[src/rtl/bcr_pkg.sv]
// Package with register map constants and types for the bias control register bank.
package bcr_pkg;
    localparam logic [7:0] BCR_ADDR_TABLE_ONE_ROW = 8'h81;
    localparam logic [7:0] BCR_ADDR_TABLE_TWO_ROW = 8'h82;
    localparam logic [7:0] BCR_ADDR_CONV_ONE_CODE = 8'h83;
    localparam logic [7:0] BCR_ADDR_CONV_TWO_CODE = 8'h84;
    localparam logic [7:0] BCR_ADDR_DIRECT_CFG = 8'h85;
    localparam logic [7:0] BCR_ADDR_WRITE_ENABLE = 8'h86;
    localparam logic [7:0] BCR_ADDR_ADC_STATUS = 8'h87;
    localparam logic [7:0] BCR_ADDR_RSVD_LO = 8'h88;
    localparam logic [7:0] BCR_ADDR_RSVD_HI = 8'h8f;
    // Table addresses reach past FFh, since table two ends at 10Fh.
    typedef logic [8:0] bcr_table_addr_t;
    localparam bcr_table_addr_t BCR_TABLE_ONE_BASE = 9'h090;
    localparam bcr_table_addr_t BCR_TABLE_TWO_BASE = 9'h0d0;
    localparam logic [7:0] BCR_WEL_SET_PATTERN = 8'h80;
    localparam logic [7:0] BCR_WEL_CLR_PATTERN = 8'h00;
    localparam logic [7:0] BCR_RESET_BYTE = 8'h00;
    localparam logic [5:0] BCR_RESET_ROW = 6'h00;
    localparam logic [1:0] BCR_FS_EXTERNAL = 2'h0;
    localparam logic [1:0] BCR_FS_LOW = 2'h1;
    localparam logic [1:0] BCR_FS_MIDDLE = 2'h2;
    localparam logic [1:0] BCR_FS_HIGH = 2'h3;

    // Direct access configuration byte, bit 7 down to bit 0.
    typedef struct packed {
        logic converter_two_direct_sel;
        logic table_two_direct_sel;
        logic converter_one_direct_sel;
        logic table_one_direct_sel;
        logic [1:0] gen_two_fullscale_sel;
        logic [1:0] gen_one_fullscale_sel;
    } bcr_direct_cfg_t;

    // One-hot full-scale range decode.
    typedef struct packed {
        logic high;
        logic middle;
        logic low;
        logic external;
    } bcr_range_t;

    // Register access request from the serial front end.
    typedef struct packed {
        logic wr;
        logic rd;
        logic [7:0] addr;
        logic [7:0] data;
    } bcr_req_t;

    // Nonvolatile write strobe toward the storage cells.
    typedef struct packed {
        logic valid;
        logic [7:0] addr;
        logic [7:0] data;
    } bcr_nv_wr_t;
endpackage

[src/rtl/bcr_register_bank.sv]
// Control and status register bank for the two table-driven current generators.
`timescale 1ns/1ns

// Operation
// RL1: Table one row register at 81h, six bits.
// RL2: Table two row register at 82h, six bits.
// RL3: Converter one direct code at 83h, eight bits.
// RL4: Converter two direct code at 84h, eight bits.
// RL5: 81h-84h volatility follows the volatility select bit.
// RL6: Direct access configuration register at 85h.
// RL7: Bit 4 selects row register for table one.
// RL8: Table one address is 90h plus row.
// RL9: Bit 6 selects row register for table two.
// RL10: Table two address is D0h plus row.
// RL11: Bit 5 feeds converter one from 83h code.
// RL12: Bit 7 feeds converter two from 84h code.
// RL13: Write enable latch is 86h bit 7.
// RL14: Addresses 88h to 8Fh hold no registers.
// RL15: Generator two sources at 0, sinks at 1.
// RL16: Latch resets clear; 80h sets, 00h clears.
// RL17: Latch clear aborts writes and withholds acknowledge; the code still accepts and acknowledges writes to 86h.
// RL18: Volatility bit one also stores to nonvolatile cells.
// RL19: Reserved bits written zero, ignored on read.
// RL20: Full-scale field decodes external, low, middle, high.
// RL21: ADC result in 87h bits 7 to 2.
module bcr_register_bank
    import bcr_pkg::*;
#(
    parameter int ROW_W = 6,
    parameter int CODE_W = 8
)
(
    input wire logic clk_i,
    input wire logic rst_i,
    input wire bcr_req_t req_i,
    input wire logic ctrl_nonvolatile_sel_i,
    input wire logic gen_two_direction_sel_i,
    input wire logic [ROW_W-1:0] adc_result_i,
    input wire logic [CODE_W-1:0] table_one_row_data_i,
    input wire logic [CODE_W-1:0] table_two_row_data_i,
    output logic [7:0] rd_data_o,
    output logic wr_ack_o,
    output bcr_nv_wr_t nv_wr_o,
    output bcr_table_addr_t table_one_addr_o,
    output bcr_table_addr_t table_two_addr_o,
    output logic [CODE_W-1:0] converter_one_o,
    output logic [CODE_W-1:0] converter_two_o,
    output bcr_range_t gen_one_range_o,
    output bcr_range_t gen_two_range_o,
    output logic gen_two_sink_o,
    output logic write_enable_latch_o
);

    logic [ROW_W-1:0] table_one_row_index_reg;
    logic [ROW_W-1:0] table_two_row_index_reg;
    logic [CODE_W-1:0] converter_one_code_reg;
    logic [CODE_W-1:0] converter_two_code_reg;
    bcr_direct_cfg_t direct_cfg_reg;
    logic write_enable_latch_reg;
    logic wr_ok;
    logic latch_wr;
    logic row_one_wr;
    logic row_two_wr;
    logic code_one_wr;
    logic code_two_wr;
    logic direct_cfg_wr;

    function automatic bcr_range_t decode_range(input logic [1:0] sel);
        bcr_range_t r;
        r = '0;
        case (sel)
            BCR_FS_EXTERNAL: r.external = 1'b1;
            BCR_FS_LOW: r.low = 1'b1;
            BCR_FS_MIDDLE: r.middle = 1'b1;
            default: r.high = 1'b1;
        endcase
        return r;
    endfunction

    // Picks out an accepted write aimed at one register address.
    function automatic logic write_hit(
        input logic ok,
        input logic [7:0] addr,
        input logic [7:0] target
    );
        return ok && addr == target;
    endfunction

    // Offsets a table base by the direct row or by the converter result.
    function automatic bcr_table_addr_t table_addr(
        input bcr_table_addr_t base,
        input logic direct_sel,
        input logic [ROW_W-1:0] row,
        input logic [ROW_W-1:0] adc
    );
        bcr_table_addr_t offset;
        offset = bcr_table_addr_t'(direct_sel ? row : adc);
        return base + offset;
    endfunction

    // Widens a row index to a byte whose reserved bits read as zero.
    function automatic logic [7:0] row_byte(input logic [ROW_W-1:0] row);
        return 8'(row);
    endfunction

    // Writes other than to the latch itself need the latch set.
    assign wr_ok = req_i.wr && write_enable_latch_reg; // see RL17

    // Register selects; the latch takes its own write even while clear.
    assign latch_wr = write_hit(req_i.wr, req_i.addr, BCR_ADDR_WRITE_ENABLE); // see RL13
    assign row_one_wr = write_hit(wr_ok, req_i.addr, BCR_ADDR_TABLE_ONE_ROW);
    assign row_two_wr = write_hit(wr_ok, req_i.addr, BCR_ADDR_TABLE_TWO_ROW);
    assign code_one_wr = write_hit(wr_ok, req_i.addr, BCR_ADDR_CONV_ONE_CODE);
    assign code_two_wr = write_hit(wr_ok, req_i.addr, BCR_ADDR_CONV_TWO_CODE);
    assign direct_cfg_wr = write_hit(wr_ok, req_i.addr, BCR_ADDR_DIRECT_CFG);

    // Acknowledge after the data byte only for accepted writes.
    always_comb
    begin
        wr_ack_o = 1'b0;
        if (req_i.wr)
        begin
            wr_ack_o = write_enable_latch_reg || latch_wr; // see RL17
        end
    end

    always_ff @(posedge clk_i)
    begin
        if (rst_i)
        begin
            write_enable_latch_reg <= 1'b0; // see RL16
        end
        else if (latch_wr)
        begin
            if (req_i.data == BCR_WEL_SET_PATTERN)
            begin
                write_enable_latch_reg <= 1'b1; // see RL16
            end
            else if (req_i.data == BCR_WEL_CLR_PATTERN)
            begin
                write_enable_latch_reg <= 1'b0; // see RL16
            end
        end
    end

    // Table one row index.
    always_ff @(posedge clk_i)
    begin
        if (rst_i)
        begin
            table_one_row_index_reg <= BCR_RESET_ROW;
        end
        else if (row_one_wr)
        begin
            table_one_row_index_reg <= req_i.data[ROW_W-1:0]; // see RL1
        end
    end

    // Table two row index.
    always_ff @(posedge clk_i)
    begin
        if (rst_i)
        begin
            table_two_row_index_reg <= BCR_RESET_ROW;
        end
        else if (row_two_wr)
        begin
            table_two_row_index_reg <= req_i.data[ROW_W-1:0]; // see RL2
        end
    end

    // Converter one direct code.
    always_ff @(posedge clk_i)
    begin
        if (rst_i)
        begin
            converter_one_code_reg <= BCR_RESET_BYTE;
        end
        else if (code_one_wr)
        begin
            converter_one_code_reg <= req_i.data; // see RL3
        end
    end

    // Converter two direct code.
    always_ff @(posedge clk_i)
    begin
        if (rst_i)
        begin
            converter_two_code_reg <= BCR_RESET_BYTE;
        end
        else if (code_two_wr)
        begin
            converter_two_code_reg <= req_i.data; // see RL4
        end
    end

    // Direct access configuration.
    always_ff @(posedge clk_i)
    begin
        if (rst_i)
        begin
            direct_cfg_reg <= '0;
        end
        else if (direct_cfg_wr)
        begin
            direct_cfg_reg <= bcr_direct_cfg_t'(req_i.data); // see RL6
        end
    end

    // Mirrors writes to 81h-84h into the nonvolatile cells when selected.
    always_ff @(posedge clk_i)
    begin
        if (rst_i)
        begin
            nv_wr_o <= '0;
        end
        else
        begin
            nv_wr_o.valid <= wr_ok && ctrl_nonvolatile_sel_i
                && req_i.addr >= BCR_ADDR_TABLE_ONE_ROW
                && req_i.addr <= BCR_ADDR_CONV_TWO_CODE; // see RL5 see RL18
            nv_wr_o.addr <= req_i.addr;
            nv_wr_o.data <= req_i.data;
        end
    end

    always_ff @(posedge clk_i)
    begin
        if (rst_i)
        begin
            rd_data_o <= BCR_RESET_BYTE;
        end
        else if (req_i.rd)
        begin
            case (req_i.addr)
                BCR_ADDR_TABLE_ONE_ROW: rd_data_o <= row_byte(table_one_row_index_reg); // see RL19
                BCR_ADDR_TABLE_TWO_ROW: rd_data_o <= row_byte(table_two_row_index_reg); // see RL19
                BCR_ADDR_CONV_ONE_CODE: rd_data_o <= converter_one_code_reg;
                BCR_ADDR_CONV_TWO_CODE: rd_data_o <= converter_two_code_reg;
                BCR_ADDR_DIRECT_CFG: rd_data_o <= direct_cfg_reg;
                BCR_ADDR_WRITE_ENABLE: rd_data_o <= {write_enable_latch_reg, 7'h00}; // see RL13
                BCR_ADDR_ADC_STATUS: rd_data_o <= {adc_result_i, 2'h0}; // see RL21
                default: rd_data_o <= BCR_RESET_BYTE; // see RL14
            endcase
        end
    end

    // Table addressing and converter feed.
    always_ff @(posedge clk_i)
    begin
        if (rst_i)
        begin
            table_one_addr_o <= BCR_TABLE_ONE_BASE;
        end
        else
        begin
            table_one_addr_o <= table_addr(BCR_TABLE_ONE_BASE, // see RL8
                direct_cfg_reg.table_one_direct_sel, // see RL7
                table_one_row_index_reg, adc_result_i);
        end
    end

    always_ff @(posedge clk_i)
    begin
        if (rst_i)
        begin
            table_two_addr_o <= BCR_TABLE_TWO_BASE;
        end
        else
        begin
            table_two_addr_o <= table_addr(BCR_TABLE_TWO_BASE, // see RL10
                direct_cfg_reg.table_two_direct_sel, // see RL9
                table_two_row_index_reg, adc_result_i);
        end
    end

    // Converters take the direct code or the addressed table row.
    always_ff @(posedge clk_i)
    begin
        if (rst_i)
        begin
            converter_one_o <= BCR_RESET_BYTE;
        end
        else if (direct_cfg_reg.converter_one_direct_sel)
        begin
            converter_one_o <= converter_one_code_reg; // see RL11
        end
        else
        begin
            converter_one_o <= table_one_row_data_i; // see RL11
        end
    end

    always_ff @(posedge clk_i)
    begin
        if (rst_i)
        begin
            converter_two_o <= BCR_RESET_BYTE;
        end
        else if (direct_cfg_reg.converter_two_direct_sel)
        begin
            converter_two_o <= converter_two_code_reg; // see RL12
        end
        else
        begin
            converter_two_o <= table_two_row_data_i; // see RL12
        end
    end

    // Full-scale range decode and generator two direction.
    always_ff @(posedge clk_i)
    begin
        if (rst_i)
        begin
            gen_one_range_o <= '0;
        end
        else
        begin
            gen_one_range_o <= decode_range(direct_cfg_reg.gen_one_fullscale_sel); // see RL20
        end
    end

    always_ff @(posedge clk_i)
    begin
        if (rst_i)
        begin
            gen_two_range_o <= '0;
        end
        else
        begin
            gen_two_range_o <= decode_range(direct_cfg_reg.gen_two_fullscale_sel); // see RL20
        end
    end

    always_ff @(posedge clk_i)
    begin
        if (rst_i)
        begin
            gen_two_sink_o <= 1'b0;
        end
        else
        begin
            gen_two_sink_o <= gen_two_direction_sel_i; // see RL15
        end
    end

    assign write_enable_latch_o = write_enable_latch_reg;

endmodule

[config.mk]
export PLATFORM = sky130hd
export DESIGN_NAME = bcr_register_bank
export DESIGN_NICKNAME = d
export VERILOG_FILES = /design/src/rtl/bcr_pkg.sv /design/src/rtl/bcr_register_bank.sv
export SDC_FILE = /design/constraint.sdc
export NUM_CORES = 1
export LEC_CHECK = 0
export ABC_AREA = 1
export BUFFER_PORTS_ARGS = -buffer_cell sky130_fd_sc_hd__clkbuf_2
export CORE_UTILIZATION = 30
export CTS_BUF_LIST = sky130_fd_sc_hd__clkbuf_8
export CTS_CLUSTER_DIAMETER = 200
export CTS_CLUSTER_SIZE = 40
export DETAILED_ROUTE_END_ITERATION = 8
export GPL_ROUTABILITY_DRIVEN = 0
export PLACE_DENSITY = 0.62
export SLEW_MARGIN = 0
export SYNTH_ARGS = -nofsm -noshare
export SYNTH_HDL_FRONTEND = slang
export SYNTH_SLANG_ARGS = --single-unit
[constraint.sdc]
create_clock -name clk_i -period 1.3 [get_ports clk_i]
set_input_delay 0.065 -clock clk_i [delete_from_list [all_inputs] [get_ports clk_i]]
set_output_delay 0.065 -clock clk_i [all_outputs]
set_load 0.02 [all_outputs]
### Word-level counts from Yosys, hierarchy flattened

Index checks and enable logic that the tools add are counted.

| word-level totals | value |
|---|---|
| register bits after elaboration | 105 |
| bits of input ports | 44 |
| word-level logic and storage cells | 78 |

| cells by class | value |
|---|---|
| add/subtract/negate cells | 2 |
| order comparisons | 2 |
| eq/ne operators | 12 |
| multiplexer cells | 16 |
| reduce and logical (&&, ||, !) cells | 18 |

Operators with widths:

| cell | number |
|---|---|
| 8-bit equality test (second input constant) | 8 |
| 8-bit case mux with 7 select lines | 1 |
| 8-bit by 6-bit adder with 9-bit output (first input constant) | 2 |
| 8-bit two-way mux | 2 |
| 6-bit two-way mux | 2 |
| 1-bit two-way mux | 11 |
| 1-bit logical AND | 10 |
| 8-bit >= comparator (second input constant) | 1 |
| 8-bit less-or-equal comparator (second input constant) | 1 |
| 8-bit logical NOT | 1 |
| 3-bit OR reduction | 2 |
| 2-bit by 1-bit equality test with 1-bit output (second input constant) | 2 |
| 2-bit equality test (second input constant) | 2 |
| 2-bit logical NOT | 2 |
| 2-bit AND reduction | 1 |
| 2-bit nonzero test | 1 |
| 1-bit logical OR | 1 |

### Depth between registers and ports, before layout

Gate-level depths: netlist of run 1.

| logic depth | value |
|---|---|
| word-level depth | 4 |
| mapped depth | 10 |
| gate-level depth less buffers | 9 |

### Least setup slack after synthesis of run 1

OpenSTA, ideal clock, no wires.

| timing | value |
|---|---|
| path kind | reg-to-reg |
| start | register write_enable_latch_reg, in the netlist write_enable_latch_o |
| end | register table_two_row_index_reg[2] |
| data arrival time | 1.332 ns |
| path slack | -0.151 ns |
| stages on the path, launching flop included | 8 |
| path through | dfxtp_1 > nand2_1 > inv_1 > buf_4 > nand3_1 > buf_2 > o21ai_0 > a21oi_1 |

| between the ends | value |
|---|---|
| longest elaborated chain between the ends | 2 |

Ends and longest elaborated chain:

| what | RTL line | RTL |
|---|---|---|
| start: declaration | bcr_register_bank.sv:59 | `logic write_enable_latch_reg;` |
| start signal: assignment | bcr_register_bank.sv:131 | `write_enable_latch_reg <= 1'b0;` |
| start signal: assignment | bcr_register_bank.sv:137 | `write_enable_latch_reg <= 1'b1;` |
| start signal: assignment | bcr_register_bank.sv:141 | `write_enable_latch_reg <= 1'b0;` |
| 1-bit logical AND | bcr_register_bank.sv:107 | `assign wr_ok = req_i.wr && write_enable_latch_reg;` |
| 1-bit logical AND | bcr_register_bank.sv:86 | `return ok && addr == target;` |
| end signal: assignment | bcr_register_bank.sv:168 | `table_two_row_index_reg <= req_i.data[ROW_W-1:0];` |
| end: declaration | bcr_register_bank.sv:55 | `logic [ROW_W-1:0] table_two_row_index_reg;` |

No other way between the ends.
A chain may end at the register's enable or synchronous reset.

### Worst setup path after layout of run 1

| timing | value |
|---|---|
| start | register write_enable_latch_reg, in the netlist write_enable_latch_o |
| end | register converter_one_code_reg[2] |

| between the ends | value |
|---|---|
| longest elaborated chain between the ends | 2 |

Ends and longest elaborated chain:

| what | RTL line | RTL |
|---|---|---|
| 1-bit logical AND | bcr_register_bank.sv:107 |  |
| 1-bit logical AND | bcr_register_bank.sv:86 |  |
| end signal: assignment | bcr_register_bank.sv:181 | `converter_one_code_reg <= req_i.data;` |
| end: declaration | bcr_register_bank.sv:56 | `logic [CODE_W-1:0] converter_one_code_reg;` |

No other way between the ends.

==> impl_metrics.py, run 1 <==
metrics = {
    "clocking": {
        "clockBufferDepth": 2,
        "cts_buffers": 9,
        "cts_tree": "built",
        "cts.sinks": 102,
        "clkTransAtPathRegs_ns": 0.09,
        "clk_latency_ns": 0.37,
        "cts_root_buf": "clkbuf_8",
        "htree_levels": 3,
    },
    "route": {
        "routedLengthMet1_um": 5180,
        "drtAntennaViolNets": 0,
        "top_layer": "met4",
        "firstDrtPassIters": 5,
        "vias": 3757,
        "wl_met2_um": 5160,
        "first_iter_violations": 245,
        "drc": 0,
        "avgViaCountPerCell": 4.59,
        "wirelength_um": 11200,
        "routedWlPerCell_um": 13.7,
        "dr_wl_met3_um": 612,
    },
    "worst_hold_path": {
        "min_path_type": "input pin to flop",
    },
    "cells_and_area": {
        "final_cell_area_sq_um": 5260,
        "n_fill_cell": 1343,
        "layout.area.seq_sq_um": 2050,
        "largest_reg_flops": 17,
        "n_antenna_cell": 0,
        "drive_above_1_share_pct": 25.7,
        "nets": 688,
        "multi_input_comb_area_sq_um": 1500,
        "top_register": "nv_wr_o",
        "instances_no_fill": 819,
        "area.growth.synth_to_final_pct": 34.9,
    },
    "timing": {
        "hold_viol_final": 0,
        "worst_slack_ns": 0.0555,
        "finalSetupViolations": 0,
        "worst_clock_skew_ns": 0.00956,
        "holdWs_ns": 0.0181,
        "finalCriticalPeriod_ns": 1.24,
        "final-max-slew-violation-count": 0,
        "max_freq_mhz": 804,
        "setup_tns_ns": 0,
        "post-route-period-util_pct": 95.7,
        "rsz0062_at_grt": "true",
    },
    "power": {
        "intPower_uw": 4710,
        "swShare_pct": 23.9,
        "leakagePower_uw": 0.00242,
        "powerDensity_nw_per_um2": 1180,
        "switching_power_uw": 1480,
        "p_clk_share_pct": 38.0,
        "sequentialPowerShare_pct": 52.1,
        "combPwrFrac_pct": 9.9,
        "max-vdd-ir-drop_mv": 0.522,
    },
    "synth": {
        "synth_ff_type": "dfxtp_1",
        "async_flop_share_pct": 0,
        "ys_ff_latch": 102,
        "yosysSeqAreaShare_pct": 52.4,
        "synthDistinctLibCells": 27,
        "synth_edf_count": 0,
        "yosys-top-cells-area": "dfxtp_1 52%, a21oi_1 7.7%, o21ai_0 7.6%, nand3_1 5.6%, nor2_1 5.4%",
        "syn_area_sq_um": 3900,
        "netlist.area_leader.share_pct": 52.4,
        "post-synth-top-count-cell": "dfxtp_1",
        "synth.largest_area_cell": "dfxtp_1",
        "syn_nets": 544,
        "ys_warn_count": 0,
        "syn_inst": 498,
        "synth.avg_cell_area_sq_um": 7.83,
        "synth_commonest_cells": "102 x dfxtp_1, 60 x a21oi_1, 59 x o21ai_0",
    },
    "critical_path": {
        "cp-end-kind": "flop",
        "cp_data_arrival_time_ns": 1.50,
        "crit_fanout": 16,
        "path_class": "flop to flop",
        "cp.required_ns": 1.56,
        "critPathLaunchType": "flop",
    },
    "die": {
        "start_util_pct": 30.8,
        "ios": 114,
        "die_y_um": 116,
        "die_w_um": 116,
        "core_sq_um": 12700,
        "fp-row-count": 41,
        "design.die.area_sq_um": 13500,
    },
    "place": {
        "dpl.hpwl_um": 8370,
        "placed_area_sq_um": 4750,
        "port_buffers": 111,
        "post-place-cells": 775,
        "pre_cts_slack_ns": -0.0903,
    },
    "global_route": {
        "grt_pass1_wl_um": 17700,
        "antenna_found_initial": 0,
        "gr-total-overflow": 0,
        "grt_usage_pct": 17.7,
        "grt_start_max_net_pins": 42,
        "grt_pass1_vias": 3543,
    },
    "run": {
        "max-cap-violations": 0,
    },
    "outcome": {
        "status": "complete, no violations",
    },
}
routing by layer:
| metal | global-route usage (%) | up-vias |
|---|---|---|
| met2 | 29.1 | 142 |
| met1 | 22.4 | 1693 |
| met3 | 3.29 | 24 |
| li1 | - | 1898 |
| met4 | 8.21 | 0 |
| met5 | 0 | - |
layout by cell type, fill, tap and decap left out:
master / synthesis / layout
inv_2: 3 / 4
clkbuf_8: 0 / 9
clkinv_2: 0 / 2
nor3b_4: 1 / 1
conb_1: 2 / 2
o21ai_0: 59 / 57
dfxtp_4: 0 / 1
buf_12: 0 / 4
dlygate4sd3_1: 0 / 28
inv_1: 55 / 55
nor2_2: 2 / 2
nand4_1: 3 / 3
nor2_4: 4 / 4
a21oi_1: 60 / 60
inv_6: 0 / 1
nand2b_1: 1 / 1
nand2_4: 1 / 1
nor2_1: 56 / 56
o21ai_1: 5 / 7
clkbuf_2: 0 / 111
ha_1: 2 / 2
buf_4: 5 / 18
nor3_1: 9 / 9
a22oi_1: 2 / 2
nand2_1: 54 / 53
nand2_2: 3 / 4
nand3_2: 1 / 1
dfxtp_1: 102 / 101
bufinv_16: 0 / 3
nor2b_1: 1 / 1
nand3_1: 44 / 44
area by class of cell:
class | instances | area share [%]
repair buffers | 161 | 20.0
flip-flops and latches | 102 | 38.9
clock buffers | 9 | 2.35
multi-input cells | 310 | 28.4
inverters | 58 | 4.14
clock inverters | 7 | 2.14
well taps | 172 | 4.09
path summary, 6_finish.rpt:
kind                                            from                   endpoint  slack [ns]  depth (start not counted)
worst max-delay path            write_enable_latch_o  converter_one_code_reg[2]        0.06                          5
worst min-delay path                 adc_result_i[0]        table_one_addr_o[0]        0.02                          3
worst max register to register  write_enable_latch_o  converter_one_code_reg[2]        0.06                          5
worst min register to register     direct_cfg_reg[0]         gen_one_range_o[2]        0.47                          1
logic make-up after synthesis:
family / count (synthesis) / synth area share, %
AOI/OAI and AO/OA: 126 / 16.3
other: 2 / 0.193
buffers and inverters: 86 / 9.34
adders and majority gates: 2 / 0.642
and+or+nand+nor: 180 / 21.2
DFF: 102 / 52.4
critical path: stages (launching register included):
cell and delay [ns]:
dfxtp_4 0.38, nand2_2 0.10, inv_2 0.10, nand3_2 0.24
o21ai_0 0.26, a21oi_1 0.06
stage by stage:
| step | power, uW | util (%) |
|---|---|---|
| after floorplan | 3590 | - |
| final | 6190 | 41.5 |
| after global routing | 6460 | 41.5 |
| after CTS | 6280 | 41.5 |
| after global placement | 3840 | 37.5 |
| after detailed placement | 3850 | 37.5 |
power by group through the flow:
stage,clock [uW],combinational (uW),sequential (uW)
2_1_floorplan,0,190,3400
3_3_place_gp,0,542,3300
3_5_place_dp,0,548,3300
4_1_cts,2440,613,3230
5_1_grt,2560,674,3230
6_report,2360,614,3230
repair_timing:
action | 4_1_cts | 5_1_grt
setup buffers | 0 | 0
hold endpoints to repair | 28 | 1
hold buffers | 27 | 1
endpoints found under the setup margin | 1 | 17
gates resized for setup | 0 | 3
Note: power is estimated with default switching activity, not from simulation.
==> run 2: changes to the inputs <==
--- a/constraint.sdc
+++ b/constraint.sdc
@@ -3,2 +3,2 @@
 set_output_delay 0.065 -clock clk_i [all_outputs]
-set_load 0.02 [all_outputs]
+set_load 0.01 [all_outputs]
==> impl_metrics.py, run 2 (synthesized netlist as in run 1, its figures left out) <==
metrics = {
    "timing": {
        "final-max-slew-violation-count": 0,
        "setup_tns_ns": 0,
        "hold_viol_final": 0,
        "rsz0062_at_grt": "false",
        "post-route-period-util_pct": 91.2,
        "finalCriticalPeriod_ns": 1.19,
        "worst_clock_skew_ns": 0.00728,
        "finalSetupViolations": 0,
        "max_freq_mhz": 843,
    },
    "power": {
        "swShare_pct": 24.6,
        "p_clk_share_pct": 32.3,
        "intPower_uw": 4210,
        "combPwrFrac_pct": 9.9,
        "max-vdd-ir-drop_mv": 0.363,
        "sequentialPowerShare_pct": 57.8,
        "powerDensity_nw_per_um2": 1070,
        "leakagePower_uw": 0.00240,
        "switching_power_uw": 1370,
        "finalPower_uw": 5580,
    },
    "die": {
        "die_w_um": 116,
        "die_y_um": 116,
        "core_sq_um": 12700,
        "design.die.area_sq_um": 13500,
        "fp-row-count": 41,
        "ios": 114,
        "start_util_pct": 30.8,
    },
    "critical_path": {
        "cp-end-kind": "flop",
        "cp.required_ns": 1.61,
        "slowest_stage": "dlygate4sd3_1",
        "crit_family": "buffers and inverters",
        "path_class": "input pin to flop",
        "crit_fanout": 3,
        "critPathLaunchType": "input pin",
        "cp_num_buf_inv": 3,
        "critPathMaxStageDelay_ns": 0.54,
        "path_cells": "dlygate4sd3_1 > clkbuf_2 > inv_1 > nand4_1 > nor3_1 > nand2b_1 > nor2b_1 > nor2_1",
        "cp_data_arrival_time_ns": 1.50,
    },
    "global_route": {
        "grt_pass1_vias": 3584,
        "grt_pass1_wl_um": 17900,
        "grt_start_max_net_pins": 53,
        "gr-total-overflow": 0,
        "antenna_found_initial": 0,
        "grt_usage_pct": 17.8,
    },
    "cells_and_area": {
        "top_register": "nv_wr_o",
        "largest_reg_flops": 17,
        "post-route-util_pct": 41.0,
        "instances_no_fill": 819,
        "n_fill_cell": 1308,
        "area.growth.synth_to_final_pct": 33.2,
        "drive_above_1_share_pct": 25.3,
        "final_cell_mix": "111 x clkbuf_2, 100 x dfxtp_1, 60 x a21oi_1",
        "n_antenna_cell": 0,
        "nets": 689,
        "final_common_cell": "clkbuf_2",
    },
    "place": {
        "port_buffers": 111,
        "dpl.hpwl_um": 8330,
        "post-place-cells": 774,
    },
    "clocking": {
        "cts_buffers": 9,
        "cts.sinks": 102,
        "post_cts_buffers": 0,
        "clk_latency_ns": 0.37,
        "cts_root_buf": "clkbuf_8",
        "cts_tree": "built",
        "clockBufferDepth": 2,
        "htree_levels": 3,
        "clkTransAtPathRegs_ns": 0.09,
    },
    "route": {
        "wirelength_um": 11500,
        "drc": 0,
        "routedWlPerCell_um": 14.1,
        "drtAntennaViolNets": 0,
        "firstDrtPassIters": 5,
        "vias": 3767,
        "avgViaCountPerCell": 4.60,
        "first_iter_violations": 274,
    },
    "outcome": {
        "status": "complete, no violations",
    },
    "worst_hold_path": {
        "min_path_type": "input pin to flop",
    },
    "run": {
        "max-cap-violations": 0,
    },
}
==> run 2: cell types whose count changed in the layout (fill, tap and decap cells not counted), sizes merged <==
cell         previous run  this run
clkinv                  2         1
dlygate4sd3            28        30
bufinv                  3         0
buf                    22        21
inv                    60        61
clkbuf                120       122
==> run 2: power by group through the flow <==
stage,combinational [uW],sequential (uW),clock (uW)
final,552,3230,1810
after global routing,612,3240,2020
after CTS,551,3230,1880
after detailed placement,480,3300,0
after global placement,472,3300,0
after floorplan,186,3340,0
==> run 2: area by class of cell <==
class                      instances  area [sq um]  share of cell area [%]
sequential                       102          2040                    39.4
multi-input combinational        310          1510                    29.0
timing repair buffer             162          1040                    20.0
inverter                          58           220                    4.24
tap                              172           215                    4.14
clock buffer                      11           151                    2.91
clock inverter                     4          16.3                   0.313
==> run 2: metal layers <==
metal	share of wire [%]	global-route usage [%]	vias up	wire length, um
li1	-	-	1899	-
met1	46	22.0	1711	5280
met2	45	28.9	128	5190
met3	5.1	3.19	29	583
met4	4.0	10.7	0	464
met5	0	0	-	0
==> run 2: stage by stage <==
step / instance area [sq um] / setup slack (ns) / hold WS (ns)
detailed placement: 4710 / -0.0394 / 0.268
floorplan: 3900 / 0.0457 / 0.172
CTS: 5180 / 0.00728 / 0.000981
finish: 5190 / 0.114 / 0.0259
global placement: 4710 / -0.0193 / 0.258
global route: 5190 / 0.00595 / 0.0208
==> run 2: timing repair <==
action,4_1_cts,5_1_grt
hold endpoints to repair,32,0
endpoints found under the setup margin,1,19
hold buffers,30,0
gates resized for setup,1,9
==> run 2: worst paths after layout <==
kind / slack (ns) / start / depth (start not counted) / to
setup / recovery: 0.11 / req_i[2] / 8 / write_enable_latch_o
hold / removal: 0.03 / req_i[16] / 3 / rd_data_o[2]
setup reg to reg: 0.12 / direct_cfg_reg[4] / 4 / table_one_addr_o[5]
hold reg to reg: 0.47 / rd_data_o[4] / 2 / rd_data_o[4]
==> run 2: worst min-delay path, cell delays in order <==
cell,delay [ns]
clkbuf_2,0.16
nand2_1,0.09
a21oi_1,0.05
==> run 3: changes to the inputs <==
Settings changed: CORE_UTILIZATION 30 to 46, CTS_BUF_LIST sky130_fd_sc_hd__clkbuf_8 to unset, PLACE_DENSITY 0.62 to 0.84.
==> impl_metrics.py, run 3 (synthesized netlist as in run 1, its figures left out) <==
metrics = {
    "die": {
        "ios": 114,
        "die_w_um": 94.1,
        "core_sq_um": 8220,
        "die_y_um": 94.1,
        "design.die.area_sq_um": 8850,
        "fp-row-count": 33,
        "start_util_pct": 47.5,
    },
    "global_route": {
        "grt_start_max_net_pins": 60,
        "gr-total-overflow": 0,
        "antenna_found_initial": 0,
        "grt_pass1_wl_um": 17400,
        "grt_pass1_vias": 3749,
        "grt_usage_pct": 26.0,
    },
    "cells_and_area": {
        "nets": 685,
        "n_antenna_cell": 0,
        "largest_reg_flops": 17,
        "area.growth.synth_to_final_pct": 31.6,
        "drive_above_1_share_pct": 25.0,
        "top_register": "nv_wr_o",
        "layout.area.seq_sq_um": 2040,
        "final_common_cell": "clkbuf_2",
        "post-route-util_pct": 62.4,
        "n_fill_cell": 683,
        "final_cell_mix": "111 x clkbuf_2, 101 x dfxtp_1, 60 x a21oi_1",
        "multi_input_comb_area_sq_um": 1510,
    },
    "route": {
        "drc": 0,
        "wirelength_um": 10900,
        "firstDrtPassIters": 5,
        "vias": 3882,
        "avgViaCountPerCell": 5.18,
        "drtAntennaViolNets": 0,
        "routedWlPerCell_um": 14.5,
        "first_iter_violations": 281,
    },
    "clocking": {
        "htree_levels": 3,
        "cts.sinks": 102,
        "cts_buffers": 9,
        "clkTransAtPathRegs_ns": 0.09,
        "clockBufferDepth": 2,
        "cts_tree": "built",
        "cts_root_buf": "clkbuf_8",
        "clk_latency_ns": 0.37,
        "post_cts_buffers": 0,
    },
    "critical_path": {
        "cp.required_ns": 1.56,
        "path_cells": "nand2_2 > inv_2 > buf_4 > nand2_4 > o21ai_1 > a21oi_1",
        "cp_data_arrival_time_ns": 1.53,
        "cp_num_buf_inv": 2,
        "critPathLaunchType": "flop",
        "crit_family": "flip-flops",
        "path_class": "flop to flop",
        "critPathMaxStageDelay_ns": 0.37,
        "slowest_stage": "dfxtp_2",
        "cp-end-kind": "flop",
        "crit_fanout": 10,
    },
    "place": {
        "dpl.hpwl_um": 7710,
        "port_buffers": 111,
    },
    "power": {
        "max-vdd-ir-drop_mv": 0.508,
        "powerDensity_nw_per_um2": 1160,
        "leakagePower_uw": 0.00238,
    },
    "worst_hold_path": {
        "min_path_type": "input pin to flop",
    },
    "run": {
        "max-cap-violations": 0,
    },
    "timing": {
        "finalCriticalPeriod_ns": 1.26,
        "hold_viol_final": 0,
        "rsz0062_at_grt": "false",
        "max_freq_mhz": 791,
        "worst_clock_skew_ns": 0.00752,
        "holdWs_ns": 0.00834,
        "finalSetupViolations": 0,
        "post-route-period-util_pct": 97.3,
        "final-max-slew-violation-count": 0,
    },
    "outcome": {
        "status": "complete, no violations",
    },
}
==> run 3: cell types whose count changed in the layout (fill, tap and decap cells not counted), sizes merged <==
cell / previous run / this run
buf: 21 / 17
inv: 61 / 58
bufinv: 0 / 2
clkbuf: 122 / 124
clkinv: 1 / 0
clkinvlp: 0 / 1
==> run 3: cell type report <==
| class | instances | share of cell area (%) |
|---|---|---|
| multi-input combinational | 310 | 29.5 |
| tap | 105 | 2.56 |
| inverter | 58 | 4.24 |
| clock buffer | 13 | 2.90 |
| sequential | 102 | 39.8 |
| timing repair buffer | 158 | 19.7 |
| clock inverter | 3 | 1.32 |
==> run 3: repair_timing <==
action	4_1_cts	5_1_grt
endpoints found under the hold margin	32	0
endpoints found under the setup margin	3	20
resized for setup	0	4
hold buffers	30	0
==> run 3: layer usage <==
layer  wire length, um  part of all wire [%]  vias up  global-route usage [%]
li1                  -                     -     1894                       -
met5                 0                     0        -                       0
met4               418                   3.8        0                    15.0
met2              5280                    48      188                    44.0
met3               830                   7.6       39                    4.94
met1              4370                    40     1761                    30.7
==> run 3: through the flow <==
step	setup TNS [ns]	total power [uW]	cell area, sq um	setup slack [ns]	std cells
after detailed placement	-0.562	3750	4600	-0.0987	703
after CTS	-0.0515	5950	5110	-0.0325	749
after floorplan	0	3530	3900	0.0457	498
after global placement	-0.131	3740	4600	-0.0901	703
after global routing	0	6140	5130	0.0163	749
final	0	5960	5130	0.0355	749
==> run 3: path summary, 6_finish.rpt <==
check | startpoint | end | slack, ns | depth (start not counted)
worst max register to register | write_enable_latch_o | converter_two_code_reg[6] | 0.04 | 6
worst max-delay path | write_enable_latch_o | converter_two_code_reg[6] | 0.04 | 6
worst min-delay path | adc_result_i[0] | table_one_addr_o[0] | 0.008 | 3
worst min register to register | rd_data_o[4] | rd_data_o[4] | 0.47 | 2
==> run 3: worst min-delay path: stages <==
cell and delay [ns]:
clkbuf_2 0.10, o21ai_0 0.07, a21oi_1 0.10
==> run 3: report_power, final <==
| part | total (uW) | switching [uW] | internal, uW |
|---|---|---|---|
| clock network | 2190 | 1050 | 1140 |
| registers | 3230 | 23.2 | 3200 |
| logic | 535 | 303 | 232 |
| total | 5960 | 1380 | 4580 |
